File: config.mk
export PLATFORM = sky130hd
export DESIGN_NAME = nfc_flash_host
export DESIGN_NICKNAME = d
export VERILOG_FILES = /design/src/nfc_pkg.sv /design/src/nfc_bus_cycle.sv /design/src/nfc_flash_host.sv
export SDC_FILE = /design/constraint.sdc
export NUM_CORES = 1
export LEC_CHECK = 0
export BUFFER_PORTS_ARGS = -buffer_cell sky130_fd_sc_hd__clkbuf_2
export CELL_PAD_IN_SITES_DETAIL_PLACEMENT = 0
export CELL_PAD_IN_SITES_GLOBAL_PLACEMENT = 2
export CORE_MARGIN = 2
export CORE_UTILIZATION = 30
export CTS_BUF_LIST = sky130_fd_sc_hd__clkbuf_16
export CTS_CLUSTER_SIZE = 24
export DETAILED_ROUTE_END_ITERATION = 8
export GPL_ROUTABILITY_DRIVEN = 0
export PLACE_DENSITY = 0.76
export REMOVE_ABC_BUFFERS = 1
export SLEW_MARGIN = 30
export SYNTH_ARGS = -nofsm -noshare
export SYNTH_HDL_FRONTEND = slang
export SYNTH_SLANG_ARGS = --single-unit
File: constraint.sdc
create_clock -name clk_sys -period 2.48 [get_ports clk_sys]
set_clock_uncertainty 0.1 [all_clocks]
set_input_delay 0.496 -clock clk_sys [delete_from_list [all_inputs] [get_ports clk_sys]]
set_output_delay 0.496 -clock clk_sys [all_outputs]
set_load 0.02 [all_outputs]
File: src/nfc_pkg.sv
// Package of constants and types for the parallel NOR flash host controller.
// Assumes one synchronous clock domain; flash pin levels are handled outside.
//
// Summary of operation
// - Address bits 19 to 12 carry the sector for erase and protection query.
// - Every command cycle is a write except plain read and final identification read.
// - Write F0 anywhere returns to array read; used after timeout flag rises.
// - Identification: 555/AA, 2AA/55, 555/90, then read word 00, 01, sector/02 or 03.
// - Secured region entry ends 555/88; exit is unlock, 555/90, then 00.
// - Parameter query is 98 at word 55, only in array-read or identification.
// - Program: 555/AA, 2AA/55, 555/A0, then location with value.
// - Bypass entered with 555/20; bypass program is A0 then location/value.
// - Bypass left by 90 then 00, or by F0.
// - Erase: six writes; 555/10 erases chip, sector/30 erases sector.
`default_nettype none

package nfc_pkg;

  typedef enum logic [3:0] {
    CMD_READ, CMD_RESET, CMD_ID_READ, CMD_SECURE_ENTER, CMD_SECURE_EXIT, CMD_QUERY,
    CMD_PROGRAM, CMD_BYPASS_ENTER, CMD_BYPASS_PROGRAM, CMD_BYPASS_EXIT,
    CMD_CHIP_ERASE, CMD_SECTOR_ERASE, CMD_SUSPEND, CMD_RESUME
  } nfc_cmd_t;

  typedef enum logic [1:0] {MODE_READ, MODE_ID, MODE_QUERY, MODE_BYPASS} nfc_mode_t;

  // Widths
  localparam int ADDR_W = 20;
  localparam int DATA_W = 16;

  // Command cycle addresses
  localparam logic [19:0] ADDR_UNLOCK1 = 20'h00555;
  localparam logic [19:0] ADDR_UNLOCK2 = 20'h002aa;
  localparam logic [19:0] ADDR_QUERY   = 20'h00055;
  localparam logic [19:0] ADDR_ANY     = 20'h00000;
  localparam logic [19:0] SECTOR_MASK  = 20'hff000;
  localparam int          SECTOR_LSB   = 12;
  localparam int          SECTOR_MSB   = 19;
  localparam int          CMD_ADDR_MSB = 11;

  // Identification word offsets
  localparam logic [19:0] ID_MAKER   = 20'h00000;
  localparam logic [19:0] ID_PART    = 20'h00001;
  localparam logic [19:0] ID_PROTECT = 20'h00002;
  localparam logic [19:0] ID_LOCK    = 20'h00003;

  // Command data, upper byte zero
  localparam logic [15:0] CD_UNLOCK1 = 16'h00aa;
  localparam logic [15:0] CD_UNLOCK2 = 16'h0055;
  localparam logic [15:0] CD_AUTOSEL = 16'h0090;
  localparam logic [15:0] CD_EXIT    = 16'h0000;
  localparam logic [15:0] CD_RESET   = 16'h00f0;
  localparam logic [15:0] CD_SECURE  = 16'h0088;
  localparam logic [15:0] CD_QUERY   = 16'h0098;
  localparam logic [15:0] CD_PROGRAM = 16'h00a0;
  localparam logic [15:0] CD_BYPASS  = 16'h0020;
  localparam logic [15:0] CD_ERASE   = 16'h0080;
  localparam logic [15:0] CD_CHIP    = 16'h0010;
  localparam logic [15:0] CD_SECTOR  = 16'h0030;
  localparam logic [15:0] CD_SUSPEND = 16'h00b0;
  localparam logic [15:0] CD_RESUME  = 16'h0030;

  // Timing
  localparam int CLK_NS      = 20;
  localparam int T_SETUP_NS  = 20;
  localparam int T_PULSE_NS  = 50;
  localparam int T_HOLD_NS   = 20;
  localparam logic [3:0] SETUP_CYC = 4'((T_SETUP_NS + CLK_NS - 1) / CLK_NS);
  localparam logic [3:0] PULSE_CYC = 4'((T_PULSE_NS + CLK_NS - 1) / CLK_NS);
  localparam logic [3:0] HOLD_CYC  = 4'((T_HOLD_NS + CLK_NS - 1) / CLK_NS);

endpackage

`default_nettype wire

File: src/nfc_bus_cycle.sv
// One write or read cycle on the flash pins, write or output enable controlled.
// Assumes pins reach the flash through pad logic outside; inputs synchronous.
`default_nettype none

module nfc_bus_cycle (
  input  wire logic        clk_sys,
  input  wire logic        rst,
  input  wire logic        start,
  input  wire logic        isWrite,
  input  wire logic [19:0] addrIn,
  input  wire logic [15:0] dataIn,
  output logic             idle,
  output logic             done,
  output logic [15:0]      readData,
  output logic [19:0]      flashAddr,
  output logic [15:0]      dqOut,
  output logic             dqDriveN,
  input  wire logic [15:0] dqIn,
  output logic             ceN,
  output logic             weN,
  output logic             oeN
);
  import nfc_pkg::*;

  typedef enum logic [1:0] {BC_IDLE, BC_SETUP, BC_STROBE, BC_RECOVER} nfc_bc_state_t;

  nfc_bc_state_t state_q;
  logic [3:0]    cnt_q;
  logic          wr_q;
  logic [19:0]   addr_q;
  logic [15:0]   dout_q;
  logic [15:0]   rdata_q;
  logic          ce_q, we_q, oe_q, drv_q, done_q;

  wire cntEnd = (cnt_q == 4'h1);

  // ==========================================================
  // Cycle sequencer
  always_ff @(posedge clk_sys) begin
    if (rst) begin
      state_q <= BC_IDLE;
      cnt_q   <= 4'h0;
      wr_q    <= 1'b0;
      addr_q  <= 20'h00000;
      dout_q  <= 16'h0000;
      rdata_q <= 16'h0000;
      ce_q    <= 1'b1;
      we_q    <= 1'b1;
      oe_q    <= 1'b1;
      drv_q   <= 1'b1;
      done_q  <= 1'b0;
    end else begin
      done_q <= 1'b0;
      unique case (state_q)
        BC_IDLE: begin
          if (start) begin
            state_q <= BC_SETUP;
            cnt_q   <= SETUP_CYC;
            wr_q    <= isWrite;
            addr_q  <= addrIn;
            dout_q  <= dataIn;
            ce_q    <= 1'b0;
            drv_q   <= !isWrite;
          end
        end
        BC_SETUP: begin
          if (cntEnd) begin
            state_q <= BC_STROBE;
            cnt_q   <= PULSE_CYC;
            we_q    <= !wr_q;
            oe_q    <= wr_q;
          end else begin
            cnt_q <= cnt_q - 4'h1;
          end
        end
        BC_STROBE: begin
          if (cntEnd) begin
            state_q <= BC_RECOVER;
            cnt_q   <= HOLD_CYC;
            we_q    <= 1'b1;
            oe_q    <= 1'b1;
            if (!wr_q) begin
              rdata_q <= dqIn;
            end
          end else begin
            cnt_q <= cnt_q - 4'h1;
          end
        end
        BC_RECOVER: begin
          if (cntEnd) begin
            state_q <= BC_IDLE;
            ce_q    <= 1'b1;
            drv_q   <= 1'b1;
            done_q  <= 1'b1;
          end else begin
            cnt_q <= cnt_q - 4'h1;
          end
        end
      endcase
    end
  end

  assign idle      = (state_q == BC_IDLE);
  assign done      = done_q;
  assign readData  = rdata_q;
  assign flashAddr = addr_q;
  assign dqOut     = dout_q;
  assign dqDriveN  = drv_q;
  assign ceN       = ce_q;
  assign weN       = we_q;
  assign oeN       = oe_q;

  // ==========================================================
  // Checks
  a_addr_before_we: assert property (@(posedge clk_sys) disable iff (rst)
    $fell(weN) |-> !$past(ceN) && $stable(flashAddr) && !dqDriveN)
    else $error("write strobe fell without chip select and stable address");

  a_data_after_we: assert property (@(posedge clk_sys) disable iff (rst)
    $rose(weN) |-> !ceN && !dqDriveN && $stable(dqOut) ##1 (ceN && dqDriveN))
    else $error("write data released before write strobe rose");

  a_strobe_width: assert property (@(posedge clk_sys) disable iff (rst)
    $fell(weN) |-> !weN[*3] ##1 weN)
    else $error("write strobe pulse width wrong");

endmodule // nfc_bus_cycle

`default_nettype wire

File: src/nfc_flash_host.sv
// Host controller that sequences flash command cycles from user requests.
// Assumes a single flash on the pins; ready and timeout inputs synchronous.
`default_nettype none

module nfc_flash_host (
  input  wire logic            clk_sys,
  input  wire logic            rst,
  input  wire logic            cmdValid,
  output logic                 cmdReady,
  input  wire nfc_pkg::nfc_cmd_t cmdCode,
  input  wire logic [19:0]     cmdAddr,
  input  wire logic [15:0]     cmdData,
  output logic                 rspValid,
  output logic                 rspError,
  output logic [15:0]          rspData,
  output nfc_pkg::nfc_mode_t   modeState,
  output logic                 eraseRunning,
  output logic                 eraseSuspended,
  output logic                 secureRegion,
  input  wire logic            flashReady,
  input  wire logic            timeoutExceeded,
  output logic [19:0]          flashAddr,
  output logic [15:0]          dqOut,
  output logic                 dqDriveN,
  input  wire logic [15:0]     dqIn,
  output logic                 ceN,
  output logic                 weN,
  output logic                 oeN
);
  import nfc_pkg::*;

  typedef enum logic [1:0] {HS_IDLE, HS_ISSUE, HS_WAIT} nfc_host_state_t;

  // ==========================================================
  // Sequence tables
  function automatic logic [36:0] wrStep(input logic [19:0] a, input logic [15:0] d);
    wrStep = {1'b1, a, d};
  endfunction

  function automatic logic [36:0] stepOf(input nfc_cmd_t c, input logic [2:0] i,
                                         input logic [19:0] a, input logic [15:0] d);
    logic [36:0] u1, u2, rdA;
    u1  = wrStep(ADDR_UNLOCK1, CD_UNLOCK1);
    u2  = wrStep(ADDR_UNLOCK2, CD_UNLOCK2);
    rdA = {1'b0, a, 16'h0000};
    unique case (c)
      CMD_READ:           stepOf = rdA;
      CMD_RESET:          stepOf = wrStep(ADDR_ANY, CD_RESET);
      CMD_ID_READ:        stepOf = (i == 3'd0) ? u1 : (i == 3'd1) ? u2 :
                                   (i == 3'd2) ? wrStep(ADDR_UNLOCK1, CD_AUTOSEL) : rdA;
      CMD_SECURE_ENTER:   stepOf = (i == 3'd0) ? u1 : (i == 3'd1) ? u2 :
                                   wrStep(ADDR_UNLOCK1, CD_SECURE);
      CMD_SECURE_EXIT:    stepOf = (i == 3'd0) ? u1 : (i == 3'd1) ? u2 :
                                   (i == 3'd2) ? wrStep(ADDR_UNLOCK1, CD_AUTOSEL) :
                                   wrStep(ADDR_ANY, CD_EXIT);
      CMD_QUERY:          stepOf = wrStep(ADDR_QUERY, CD_QUERY);
      CMD_PROGRAM:        stepOf = (i == 3'd0) ? u1 : (i == 3'd1) ? u2 :
                                   (i == 3'd2) ? wrStep(ADDR_UNLOCK1, CD_PROGRAM) :
                                   wrStep(a, d);
      CMD_BYPASS_ENTER:   stepOf = (i == 3'd0) ? u1 : (i == 3'd1) ? u2 :
                                   wrStep(ADDR_UNLOCK1, CD_BYPASS);
      CMD_BYPASS_PROGRAM: stepOf = (i == 3'd0) ? wrStep(ADDR_ANY, CD_PROGRAM) :
                                   wrStep(a, d);
      CMD_BYPASS_EXIT:    stepOf = (i == 3'd0) ? wrStep(ADDR_ANY, CD_AUTOSEL) :
                                   wrStep(ADDR_ANY, CD_EXIT);
      CMD_CHIP_ERASE, CMD_SECTOR_ERASE: begin
        if (i == 3'd0 || i == 3'd3) begin
          stepOf = u1;
        end else if (i == 3'd1 || i == 3'd4) begin
          stepOf = u2;
        end else if (i == 3'd2) begin
          stepOf = wrStep(ADDR_UNLOCK1, CD_ERASE);
        end else if (c == CMD_CHIP_ERASE) begin
          stepOf = wrStep(ADDR_UNLOCK1, CD_CHIP);
        end else begin
          stepOf = wrStep(a & SECTOR_MASK, CD_SECTOR);
        end
      end
      CMD_SUSPEND:        stepOf = wrStep(ADDR_ANY, CD_SUSPEND);
      CMD_RESUME:         stepOf = wrStep(ADDR_ANY, CD_RESUME);
      default:            stepOf = wrStep(ADDR_ANY, CD_RESET);
    endcase
  endfunction

  function automatic logic [2:0] lenOf(input nfc_cmd_t c);
    unique case (c)
      CMD_ID_READ, CMD_SECURE_EXIT, CMD_PROGRAM:       lenOf = 3'd4;
      CMD_SECURE_ENTER, CMD_BYPASS_ENTER:              lenOf = 3'd3;
      CMD_BYPASS_PROGRAM, CMD_BYPASS_EXIT:             lenOf = 3'd2;
      CMD_CHIP_ERASE, CMD_SECTOR_ERASE:                lenOf = 3'd6;
      default:                                         lenOf = 3'd1;
    endcase
  endfunction

  // ==========================================================
  // State
  nfc_host_state_t state_q;
  nfc_cmd_t        cmd_q;
  nfc_mode_t       mode_q;
  logic [2:0]      idx_q;
  logic [19:0]     addr_q;
  logic [15:0]     data_q;
  logic            internal_q, pend_q, toPrev_q, rdyPrev_q;
  logic            eraseRun_q, sectorKind_q, susp_q, secure_q;
  logic [7:0]      eraseSec_q;
  logic            rspValid_q, rspErr_q;
  logic [15:0]     rspData_q;

  // ==========================================================
  // Decode of request legality
  wire        busy       = eraseRun_q && !susp_q;
  wire        sameSector = susp_q && (cmdAddr[SECTOR_MSB:SECTOR_LSB] == eraseSec_q);
  wire        inRead     = (mode_q == MODE_READ);
  wire        inBypass   = (mode_q == MODE_BYPASS);
  logic       legal;
  always_comb begin
    unique case (cmdCode)
      CMD_RESET:          legal = 1'b1;
      CMD_READ:           legal = !sameSector;
      CMD_SUSPEND:        legal = busy && sectorKind_q;
      CMD_RESUME:         legal = susp_q;
      CMD_QUERY:          legal = !busy && (inRead || mode_q == MODE_ID);
      CMD_ID_READ:        legal = !busy && (inRead || mode_q == MODE_ID);
      CMD_PROGRAM:        legal = inRead && !busy && !sameSector;
      CMD_BYPASS_PROGRAM: legal = inBypass && !busy && !sameSector;
      CMD_BYPASS_EXIT:    legal = inBypass;
      default:            legal = inRead && !eraseRun_q;
    endcase
  end

  wire        accept   = cmdValid && cmdReady;
  wire [36:0] step     = stepOf(cmd_q, idx_q, addr_q, data_q);
  wire        stepWr   = step[36];
  wire [19:0] stepAddr = step[35:16];
  wire [15:0] stepData = step[15:0];
  wire        lastStep = (idx_q == lenOf(cmd_q) - 3'd1);
  wire        busStart = (state_q == HS_ISSUE);
  wire        busIdle;
  wire        busDone;
  wire [15:0] busRdata;
  wire        toRise   = timeoutExceeded && !toPrev_q;
  wire        rdyRise  = flashReady && !rdyPrev_q;
  wire        finish   = (state_q == HS_WAIT) && busDone && lastStep;
  wire        suspending = (state_q != HS_IDLE) && (cmd_q == CMD_SUSPEND);

  assign cmdReady = (state_q == HS_IDLE) && !pend_q;

  // ==========================================================
  // Request sequencer
  always_ff @(posedge clk_sys) begin
    if (rst) begin
      state_q    <= HS_IDLE;
      cmd_q      <= CMD_RESET;
      idx_q      <= 3'd0;
      addr_q     <= 20'h00000;
      data_q     <= 16'h0000;
      internal_q <= 1'b0;
      rspValid_q <= 1'b0;
      rspErr_q   <= 1'b0;
      rspData_q  <= 16'h0000;
    end else begin
      rspValid_q <= 1'b0;
      unique case (state_q)
        HS_IDLE: begin
          idx_q <= 3'd0;
          if (pend_q) begin
            cmd_q      <= CMD_RESET;
            internal_q <= 1'b1;
            state_q    <= HS_ISSUE;
          end else if (accept && legal) begin
            cmd_q      <= cmdCode;
            addr_q     <= cmdAddr;
            data_q     <= cmdData;
            internal_q <= 1'b0;
            state_q    <= HS_ISSUE;
          end else if (accept) begin
            rspValid_q <= 1'b1;
            rspErr_q   <= 1'b1;
          end
        end
        HS_ISSUE: state_q <= HS_WAIT;
        HS_WAIT: begin
          if (busDone) begin
            if (lastStep) begin
              state_q    <= HS_IDLE;
              rspValid_q <= !internal_q;
              rspErr_q   <= 1'b0;
              rspData_q  <= stepWr ? 16'h0000 : busRdata;
            end else begin
              idx_q   <= idx_q + 3'd1;
              state_q <= HS_ISSUE;
            end
          end
        end
        default: state_q <= HS_IDLE;
      endcase
    end
  end

  // ==========================================================
  // Device mode tracking
  always_ff @(posedge clk_sys) begin
    if (rst) begin
      mode_q       <= MODE_READ;
      eraseRun_q   <= 1'b0;
      sectorKind_q <= 1'b0;
      susp_q       <= 1'b0;
      secure_q     <= 1'b0;
      eraseSec_q   <= 8'h00;
      pend_q       <= 1'b0;
      toPrev_q     <= 1'b0;
      rdyPrev_q    <= 1'b1;
    end else begin
      toPrev_q  <= timeoutExceeded;
      rdyPrev_q <= flashReady;
      if (toRise) begin
        pend_q <= 1'b1;
      end else if (state_q == HS_IDLE) begin
        pend_q <= 1'b0;
      end
      if (rdyRise && !susp_q && !suspending) begin
        eraseRun_q <= 1'b0;
      end
      if (finish) begin
        unique case (cmd_q)
          CMD_RESET:        mode_q <= MODE_READ;
          CMD_ID_READ:      mode_q <= MODE_ID;
          CMD_QUERY:        mode_q <= MODE_QUERY;
          CMD_BYPASS_ENTER: mode_q <= MODE_BYPASS;
          CMD_BYPASS_EXIT:  mode_q <= MODE_READ;
          CMD_SECURE_ENTER: secure_q <= 1'b1;
          CMD_SECURE_EXIT: begin
            secure_q <= 1'b0;
            mode_q   <= MODE_READ;
          end
          CMD_CHIP_ERASE: begin
            eraseRun_q   <= 1'b1;
            sectorKind_q <= 1'b0;
          end
          CMD_SECTOR_ERASE: begin
            eraseRun_q   <= 1'b1;
            sectorKind_q <= 1'b1;
            eraseSec_q   <= addr_q[SECTOR_MSB:SECTOR_LSB];
          end
          CMD_SUSPEND:      susp_q <= 1'b1;
          CMD_RESUME:       susp_q <= 1'b0;
          default:          mode_q <= mode_q;
        endcase
      end
    end
  end

  assign rspValid       = rspValid_q;
  assign rspError       = rspErr_q;
  assign rspData        = rspData_q;
  assign modeState      = mode_q;
  assign eraseRunning   = eraseRun_q;
  assign eraseSuspended = susp_q;
  assign secureRegion   = secure_q;

  // ==========================================================
  // Pin cycle engine
  nfc_bus_cycle u_cycle (
    .clk_sys   (clk_sys),
    .rst       (rst),
    .start     (busStart),
    .isWrite   (stepWr),
    .addrIn    (stepAddr),
    .dataIn    (stepData),
    .idle      (busIdle),
    .done      (busDone),
    .readData  (busRdata),
    .flashAddr (flashAddr),
    .dqOut     (dqOut),
    .dqDriveN  (dqDriveN),
    .dqIn      (dqIn),
    .ceN       (ceN),
    .weN       (weN),
    .oeN       (oeN)
  );

  // ==========================================================
  // Checks
  wire carriesLoc = lastStep && (cmd_q == CMD_PROGRAM || cmd_q == CMD_BYPASS_PROGRAM ||
                                 cmd_q == CMD_SECTOR_ERASE);

  a_cmd_upper_zero: assert property (@(posedge clk_sys) disable iff (rst)
    busStart && stepWr && !carriesLoc |-> stepData[15:8] == 8'h00)
    else $error("command cycle drives nonzero upper data byte");

  a_cmd_addr_low: assert property (@(posedge clk_sys) disable iff (rst)
    busStart && stepWr && !carriesLoc |-> stepAddr[19:CMD_ADDR_MSB] == '0)
    else $error("command cycle drives upper address bits");

  a_sector_final: assert property (@(posedge clk_sys) disable iff (rst)
    busStart && cmd_q == CMD_SECTOR_ERASE && lastStep
      |-> stepAddr == (addr_q & SECTOR_MASK) && stepData == CD_SECTOR)
    else $error("sector erase final cycle malformed");

  a_suspend_gate: assert property (@(posedge clk_sys) disable iff (rst)
    accept && cmdCode == CMD_SUSPEND && !(eraseRun_q && !susp_q && sectorKind_q)
      |=> rspValid && rspError && busIdle)
    else $error("suspend not refused outside sector erase");

  a_resume_gate: assert property (@(posedge clk_sys) disable iff (rst)
    accept && cmdCode == CMD_RESUME && !susp_q |=> rspValid && rspError ##1 ceN)
    else $error("resume not refused outside suspend");

  a_query_gate: assert property (@(posedge clk_sys) disable iff (rst)
    accept && cmdCode == CMD_QUERY && (mode_q == MODE_BYPASS || mode_q == MODE_QUERY)
      |=> rspError && rspValid)
    else $error("parameter query not refused in wrong mode");

  a_read_single: assert property (@(posedge clk_sys) disable iff (rst)
    accept && legal && cmdCode == CMD_READ
      |=> ##[1:12] (rspValid && !rspError) ##0 $stable(mode_q))
    else $error("array read did not complete as one cycle");

  a_bypass_exit: assert property (@(posedge clk_sys) disable iff (rst)
    finish && (cmd_q == CMD_BYPASS_EXIT || cmd_q == CMD_RESET) |=> mode_q == MODE_READ)
    else $error("bypass exit did not restore array reading");

endmodule // nfc_flash_host

`default_nettype wire

==> flow_summary.yaml, run 1 <==
grt:
  grt_pass1_wl_um: 31200
  overflow: 0
  grt_use_total: 0.163
  grt_max_degree: 87
  first_global_vias: 6010
  antenna_found_initial: 0
detailed_routing:
  routed_wl_um: 19100
  drt_iter0_markers: 249
  routedWlPerCell_um: 15.3
  ant_nets: 0
  vias_per_cell: 4.87
  via_count: 6112
  drtPass1Iterations: 4
  drc: 0
sta:
  max_freq_mhz: 428
  setup_ws_ns: 0.142
  slew_headroom: 0.508
  hold_viol_final: 0
  layout_min_cycle_time_ns: 2.34
  tightest_slew_ns: 0.731
  rsz0062_at_grt: "false"
  setup_viol: 0
  finalSetupTns_ns: 0
  timing.hold.ws_ns: 0.171
  finalMaxSlewViolations: 0
  finalCritPeriodShare: 0.943
clock_network:
  clock_sinks: 148
  htreeDepth: 4
  clockBufferDepth: 2
  cts_tree: "yes"
  clk_latency_ns: 0.43
  cts.clk_slew.worst_paths_ns: 0.07
  root_buffer: "clkbuf_16"
  cts_inserted_buffers: 17
place:
  dpl_cell_area_mm2: 0.00804
  place_inst: 1221
  hpwlAfterDp_um: 13500
  io_buffer_count: 124
  pre_cts_ws_ns: -0.305
synth:
  synth_compound_area_frac: 0.179
  synth_fa_ha_area_frac: 0.0241
  synthCells: 805
  synth_edf_count: 0
  ys_seq_area_frac: 0.439
  ys_seq_elements: 148
  async_flop_share: 0
  synthesis.area_mm2: 0.00675
  ys_warn_count: 0
  synth_xor_xnor_area_share: 0.0169
  yosys.area_share.simple: 0.213
  avgSynthCellArea_um2: 8.38
  synth_top_family_by_area: "simple AND/OR/NAND/NOR gates"
  synth.distinct_cells: 58
  synthMuxAreaShare: 0.0847
  synth_flop_cell: "dfxtp_1"
critical_path:
  r2r_cells: 8
  critPathRequiredTime_ns: 2.70
  regToRegSetupSlack_ns: 0.14
  arrival_ns: 2.56
  worstPathMaxFanout: 7
  critPathCaptureType: "flop"
  startpoint_type: "flop"
  rr_startpoint: "modeState[1]$_SDFFE_PP0P_"
  critical_path_class: "flop to flop"
cells_and_area:
  fin_cells: 1254
  num-nets-final: 1035
  final_common_cell: "dfxtp_1"
  fin_area_mm2: 0.00864
  drive_gt1_frac: 0.247
  final_core_util: 0.394
  area_delta_synth_final_pct: 28.1
  final_cell_mix: "dfxtp_1, clkbuf_2, nor2_1"
  antenna_cells: 0
floorplan:
  fp.dieW_um: 154
  rows: 54
  fp.dieH_um: 154
  start_util: 0.307
  ioPinCount: 125
  coreArea_mm2: 0.0220
  design.die.area_mm2: 0.0237
hold_path:
  hold_path_class: "input port to flop"
  whs_endpoint: "rdyPrev_q$_SDFF_PP1_"
  hold_start: "flashReady"
  holdPathStages: 2
pwr:
  powerDensity_mw_per_mm2: 792
  irDropWorstVdd_mv: 0.439
  p_total_mw: 6.84
  leakagePower_nw: 3.72
run:
  maxCapViolations: 0
run_status:
  status: "finished clean"
worst max-delay path, cell delays in order, from the launching register on:
cell and delay (ns):
dfxtp_1 0.50, nand2_1 0.11, o21ai_0 0.17, a21oi_1 0.09, o31ai_1 0.32, nand4_1 0.16, buf_4 0.21, mux2_4 0.31
mux2_2 0.25
final cells by class:
cell class / instances / area, µm²
Inverter: 14 / 52.6
Tap cell: 280 / 350
Sequential cell: 148 / 2970
Multi-Input combinational cell: 589 / 3540
Timing Repair Buffer: 191 / 1160
Fill cell: 2302 / 13300
Clock buffer: 17 / 425
Clock inverter: 15 / 145
sequential cells by signal (all words and copies together) (netlist names), 2 cells and up, named ones only:
signal,count
addr_q,20
u_cycle.flashAddr,20
data_q,16
rspData,16
u_cycle.dqOut,16
u_cycle.readData,16
eraseSec_q,8
cmd_q,4
u_cycle.cnt_q,4
idx_q,3
modeState,2
state_q,2
u_cycle.state_q,2
power by group:
group | internal (mW) | leakage, nW | total, mW | switching (mW)
sequential | 2.56 | 1.20 | 2.69 | 0.132
combinational | 0.667 | 2.24 | 1.65 | 0.983
clock | 1.33 | 0.278 | 2.51 | 1.18
total | 4.55 | 3.72 | 6.84 | 2.29
synthesized netlist by cell type (3+ instances only):
| cell | n | area share |
|---|---|---|
| mux2i_1 | 50 | 0.074 |
| and2_1 | 5 | 0.0046 |
| a221oi_1 | 3 | 0.0039 |
| o31ai_1 | 3 | 0.0033 |
| o21ai_0 | 31 | 0.023 |
| a21oi_1 | 80 | 0.059 |
| xnor2_1 | 13 | 0.017 |
| nor2_1 | 114 | 0.063 |
| buf_2 | 4 | 0.0030 |
| o21a_1 | 11 | 0.012 |
| a22oi_1 | 18 | 0.020 |
| nor4bb_1 | 3 | 0.0045 |
| a211oi_1 | 11 | 0.012 |
| inv_1 | 14 | 0.0078 |
| ha_1 | 13 | 0.024 |
| nor2b_1 | 11 | 0.010 |
| nand2b_1 | 17 | 0.016 |
| clkbuf_1 | 44 | 0.024 |
| a2bb2oi_1 | 5 | 0.0065 |
| nand3b_1 | 3 | 0.0033 |
| a31oi_1 | 4 | 0.0037 |
| nor3_1 | 21 | 0.016 |
| or3_1 | 3 | 0.0028 |
| nand3_1 | 25 | 0.019 |
| o21bai_1 | 6 | 0.0067 |
| buf_4 | 4 | 0.0045 |
| nand4_1 | 5 | 0.0046 |
| nor4_1 | 6 | 0.0056 |
| dfxtp_1 | 148 | 0.44 |
| nand2_1 | 91 | 0.051 |
repair_timing:
| action | CTS | global route |
|---|---|---|
| cloned | 0 | 0 |
| gates resized for setup | 2 | 9 |
| setup endpoints to repair | 3 | 50 |
| hold buffers | 0 | 0 |
| buffers inserted | 0 | 1 |
routing by layer:
metal,track usage,share of wire
met1,0.217,0.48
met2,0.263,0.46
met3,0.0414,0.045
met4,0.0458,0.010
met5,0,0
how the worst max path moves through the flow:
stage	slack [ns]	startpoint	end
floorplan	-2.16	cmdCode[0]	flop
global placement	-0.35	cmdCode[2]	flop
detailed placement	-0.31	cmdCode[2]	flop
CTS	0.04	eraseSuspended$_SDFFE_PP0P_	flop
global route	0.00005	cmd_q[2]$_SDFFE_PP0N_	u_cycle.dqOut[7]$_SDFFE_PP0P_
finish	0.14	modeState[1]$_SDFFE_PP0P_	flop
kinds of logic (layout without fill, tap and decap cells):
logic type | count (synthesis) | count (layout)
compound gates | 192 | 192
flops | 148 | 148
buf+inv | 68 | 237
fa+ha+maj | 13 | 13
simple gates | 316 | 316
mux | 55 | 55
xor+xnor | 13 | 13
(Power assumes the default switching activity.)
==> run 2, diff against run 1 <==
Settings changed: ABC_AREA from default to 1, CORE_UTILIZATION 30 to 28, PLACE_DENSITY 0.76 to 0.74.
==> flow_summary.yaml, run 2 <==
run_status:
  status: "finished clean"
detailed_routing:
  routedWlPerCell_um: 15.0
  drc: 0
  ant_nets: 0
  drtPass1Iterations: 8
  vias_per_cell: 4.60
  drt_iter0_markers: 306
  via_count: 6420
  routed_wl_um: 20900
critical_path:
  crit_buf_inv: 4
  critical_path_class: "flop to flop"
  max_stage_delay_ns: 0.38
  crit_slowest_cell: "dfxtp_1"
  critPathCaptureType: "flop"
  arrival_ns: 2.42
  critPathRequiredTime_ns: 2.69
  worstPathMaxFanout: 9
  path_depth: 11
  startpoint_type: "flop"
  crit_chain: "inv_1 -> ha_1 -> nand2_4 -> inv_4 -> or2_4 -> nand2_1 -> inv_1 -> nor4_1 -> nand3b_1 -> o211ai_1 -> inv_1"
  r2r_cells: 11
  cp_top_family: "simple AND/OR/NAND/NOR gates"
  cpMostUsedCell: "inv_1"
synth:
  async_flop_share: 0
  synth_flop_cell: "dfxtp_1"
  yosys.area_share.simple: 0.221
  ys_top_cells_by_count: "nand2_1, dfxtp_1, a21oi_1"
  synth.distinct_cells: 47
  ys_seq_elements: 148
  synth_compound_area_frac: 0.212
  ys_seq_area_frac: 0.435
  synth.most_common_cell: "nand2_1"
  avgSynthCellArea_um2: 7.31
  synth_xor_xnor_area_share: 0.00771
  synth_area_leaders: "dfxtp_1, nand2_1, a21oi_1"
  synthMuxAreaShare: 0
  synth_edf_count: 0
  post-synth-top-area-cell: "dfxtp_1"
  synth_fa_ha_area_frac: 0.0239
  synth_top_family_by_area: "simple AND/OR/NAND/NOR gates"
  synth_top_area_frac: 0.435
  ys_warn_count: 0
  synthCells: 933
  synthesis.area_mm2: 0.00682
place:
  hpwlAfterDp_um: 14800
  io_buffer_count: 124
cells_and_area:
  antenna_cells: 0
  num-nets-final: 1132
  final_common_cell: "nand2_1"
  final_cell_mix: "nand2_1, dfxtp_1, a21oi_1, clkbuf_2, inv_1"
  drive_gt1_frac: 0.204
  area_delta_synth_final_pct: 24.1
  final_core_util: 0.351
sta:
  finalMaxSlewViolations: 0
  finalSetupTns_ns: 0
  max_freq_mhz: 453
  tightest_slew_ns: 0.612
  slew_headroom: 0.592
  hold_viol_final: 0
  timing.hold.ws_ns: 0.183
  finalCritPeriodShare: 0.891
  rsz0062_at_grt: "false"
  layout_min_cycle_time_ns: 2.21
  setup_viol: 0
grt:
  grt_max_degree: 55
  first_global_vias: 6241
  grt_use_total: 0.166
  overflow: 0
  grt_pass1_wl_um: 33500
  antenna_found_initial: 0
floorplan:
  ioPinCount: 125
  start_util: 0.283
  design.die.area_mm2: 0.0256
  fp.dieW_um: 160
  rows: 57
  coreArea_mm2: 0.0241
  fp.dieH_um: 160
hold_path:
  hold_path_class: "input port to flop"
  holdPathStages: 2
clock_network:
  clockBufferDepth: 2
  cts_inserted_buffers: 17
  clk_latency_ns: 0.42
  hold_buffers: 0
  htreeDepth: 4
  cts_tree: "yes"
  clock_sinks: 148
  post_cts_buffers: 0
  root_buffer: "clkbuf_16"
  cts.clk_slew.worst_paths_ns: 0.07
pwr:
  irDropWorstVdd_mv: 0.402
  powerDensity_mw_per_mm2: 941
  leakagePower_nw: 3.66
  p_total_mw: 7.97
run:
  maxCapViolations: 0
run 2: cell count changes after synthesis, moves of 20 or more:
cell	previous run	this run
inv_1	14	115
nand2_1	91	172
nor2_1	114	91
mux2i_1	50	0
a21oi_1	80	124
nand3_1	25	45
clkbuf_1	44	24
o21ai_0	31	72
run 2: layer usage:
layer | global-route usage | part of all wire
met5 | 0 | 0
met4 | 0.0500 | 0.018
met3 | 0.0410 | 0.048
met2 | 0.270 | 0.47
met1 | 0.217 | 0.47
run 2: path summary, 6_finish.rpt:
kind | slack, ns | to | startpoint
worst max-delay path | 0.27 | u_cycle.dqOut[7]$_SDFFE_PP0P_ | idx_q[0]$_SDFFE_PP0P_
worst min-delay path | 0.18 | rdyPrev_q$_SDFF_PP1_ | flashReady
worst max register to register | 0.27 | u_cycle.dqOut[7]$_SDFFE_PP0P_ | idx_q[0]$_SDFFE_PP0P_
worst min register to register | 0.34 | data_q[11]$_SDFFE_PP0P_ | data_q[11]$_SDFFE_PP0P_
run 2: worst register-to-register path: stages (launching register included):
cell,delay (ns)
dfxtp_1,0.38
inv_1,0.12
ha_1,0.27
nand2_4,0.16
inv_4,0.09
or2_4,0.26
nand2_1,0.10
inv_1,0.06
nor4_1,0.27
nand3b_1,0.14
o211ai_1,0.10
inv_1,0.05
run 2: final cells by class:
class                   count  area, µm²
fillers                  2673      15600
multi-input cells         622       3180
flip-flops and latches    148       2960
repair buffers            146        836
inverters                 123        467
clock buffers              17        425
well taps                 324        405
clock inverters            15        186
run 2: repair_timing:
item	4_1_cts	5_1_grt
resized for setup	0	2
setup endpoints to repair	0	6
hold endpoints to repair	0	0
run 2: power by group:
part | internal [mW] | switching, mW
Clock | 1.53 | 1.16
Sequential | 2.71 | 0.221
Combinational | 0.734 | 1.60
run 2: cell families (layout without fill, tap and decap cells):
logic type | Yosys count | in the layout
xor+xnor | 6 | 6
buf+inv | 163 | 301
fa+ha+maj | 13 | 13
simple gates | 348 | 348
compound gates | 255 | 255
flops | 148 | 148
run 2: per-stage QoR:
step                      worst slack [ns]  instances  instance area, µm²
after detailed placement             0.144       1363                7850
after CTS                            0.143       1395                8460
after global placement               0.155       1363                7850
final                                0.271       1395                8460
after global routing                0.0171       1395                8460
after floorplan                     0.0120        893                6600
==> run 3, diff against run 2 <==
Settings changed: CORE_MARGIN 2 to 1.
==> flow_summary.yaml, run 3 (synthesis results as in run 2) <==
critical_path:
  worstPathMaxFanout: 5
  critPathCaptureType: "flop"
  startpoint_type: "flop"
  cp_top_family: "simple AND/OR/NAND/NOR gates"
  critPathRequiredTime_ns: 2.69
  crit_buf_inv: 3
  max_stage_delay_ns: 0.38
  arrival_ns: 2.47
  cpMostUsedCell: "nand2_1"
  crit_slowest_cell: "dfxtp_1"
  crit_chain: "inv_1 -> ha_1 -> nand2_4 -> inv_4 -> nand2_1 -> nand2_1 -> inv_1 -> o21ai_0 -> nor2_1 -> nand3_1 -> nor2_1 -> o211ai_1 -> nand2_1 -> a21oi_1"
  critical_path_class: "flop to flop"
floorplan:
  fp.dieW_um: 158
  start_util: 0.288
  coreArea_mm2: 0.0237
  rows: 56
  ioPinCount: 125
  fp.dieH_um: 158
  design.die.area_mm2: 0.0250
detailed_routing:
  routedWlPerCell_um: 14.9
  drtPass1Iterations: 8
  routed_wl_um: 20700
  ant_nets: 0
  drc: 0
  drt_iter0_markers: 332
  vias_per_cell: 4.62
  via_count: 6407
cells_and_area:
  final_common_cell: "nand2_1"
  antenna_cells: 0
  multi_input_area_mm2: 0.00317
  fillers: 2626
  fin_cells: 1388
  num-nets-final: 1130
  final_cell_mix: "nand2_1, dfxtp_1, a21oi_1, clkbuf_2, inv_1"
  drive_gt1_frac: 0.201
  area_delta_synth_final_pct: 24.2
  seqCellArea_mm2: 0.00296
sta:
  max_freq_mhz: 443
  layout_min_cycle_time_ns: 2.26
  tightest_slew_ns: 0.558
  timing.hold.ws_ns: 0.176
  setup_ws_ns: 0.221
  finalMaxSlewViolations: 0
  finalSetupTns_ns: 0
  hold_viol_final: 0
  finalCritPeriodShare: 0.911
  setup_viol: 0
  slew_headroom: 0.625
  rsz0062_at_grt: "false"
place:
  pre_cts_ws_ns: 0.113
  io_buffer_count: 124
  hpwlAfterDp_um: 14700
  place_inst: 1356
grt:
  grt_pass1_wl_um: 33100
  first_global_vias: 6153
  grt_use_total: 0.174
  antenna_found_initial: 0
  overflow: 0
  grt_max_degree: 53
clock_network:
  post_cts_buffers: 0
  htreeDepth: 4
  hold_buffers: 0
  cts.clk_slew.worst_paths_ns: 0.07
  cts-resized-gates: 0
  cts_inserted_buffers: 17
  clockBufferDepth: 2
  cts_tree: "yes"
  clk_latency_ns: 0.43
  root_buffer: "clkbuf_16"
  clock_sinks: 148
pwr:
  powerDensity_mw_per_mm2: 967
  sw_frac_of_total: 0.367
  switchingPower_mw: 3.00
  power_frac_comb: 0.284
  leakagePower_nw: 3.67
  clock_power_share: 0.359
  seq_power_share: 0.357
  irDropWorstVdd_mv: 0.466
  p_int_mw: 5.19
run:
  maxCapViolations: 0
run_status:
  status: "finished clean"
hold_path:
  hold_path_class: "input port to flop"
==> run 3: layer usage <==
layer	vias to the layer above	share of wire	wire, µm	global-route usage
met4	0	0.016	328	0.0554
met5	-	0	0	0
met2	127	0.47	9830	0.283
met1	2934	0.47	9680	0.226
li1	3323	-	-	-
met3	23	0.043	889	0.0389
==> run 3: power groups by stage <==
stage          registers, mW  clock network [mW]  logic [mW]
2_1_floorplan           3.01                   0        1.50
3_3_place_gp            2.98                   0        2.35
3_5_place_dp            2.98                   0        2.35
4_1_cts                 2.92                3.01        2.36
5_1_grt                 2.97                3.10        2.64
6_report                2.92                2.94        2.33
==> run 3: worst paths after layout <==
kind	startpoint	end	slack [ns]	cells past startpoint
max	idx_q[0]$_SDFFE_PP0P_	u_cycle.flashAddr[6]$_SDFFE_PP0P_	0.22	14
min	flashReady	rdyPrev_q$_SDFF_PP1_	0.18	2
max reg2reg	idx_q[0]$_SDFFE_PP0P_	u_cycle.flashAddr[6]$_SDFFE_PP0P_	0.22	14
min reg2reg	data_q[14]$_SDFFE_PP0P_	data_q[14]$_SDFFE_PP0P_	0.35	2
==> run 3: per-stage QoR <==
stage | utilization | total power [mW] | area [µm²]
floorplan | - | 4.51 | 6600
global placement | 0.330 | 5.33 | 7810
detailed placement | 0.330 | 5.33 | 7810
CTS | 0.357 | 8.30 | 8460
global route | 0.357 | 8.71 | 8460
finish | 0.357 | 8.19 | 8460
==> run 3: final cells by class <==
cell class	count	share of cell area
multi-input combinational	622	0.375
sequential	148	0.350
timing repair buffer	144	0.0955
inverter	123	0.0551
clock buffer	17	0.0503
tap	319	0.0472
clock inverter	15	0.0271
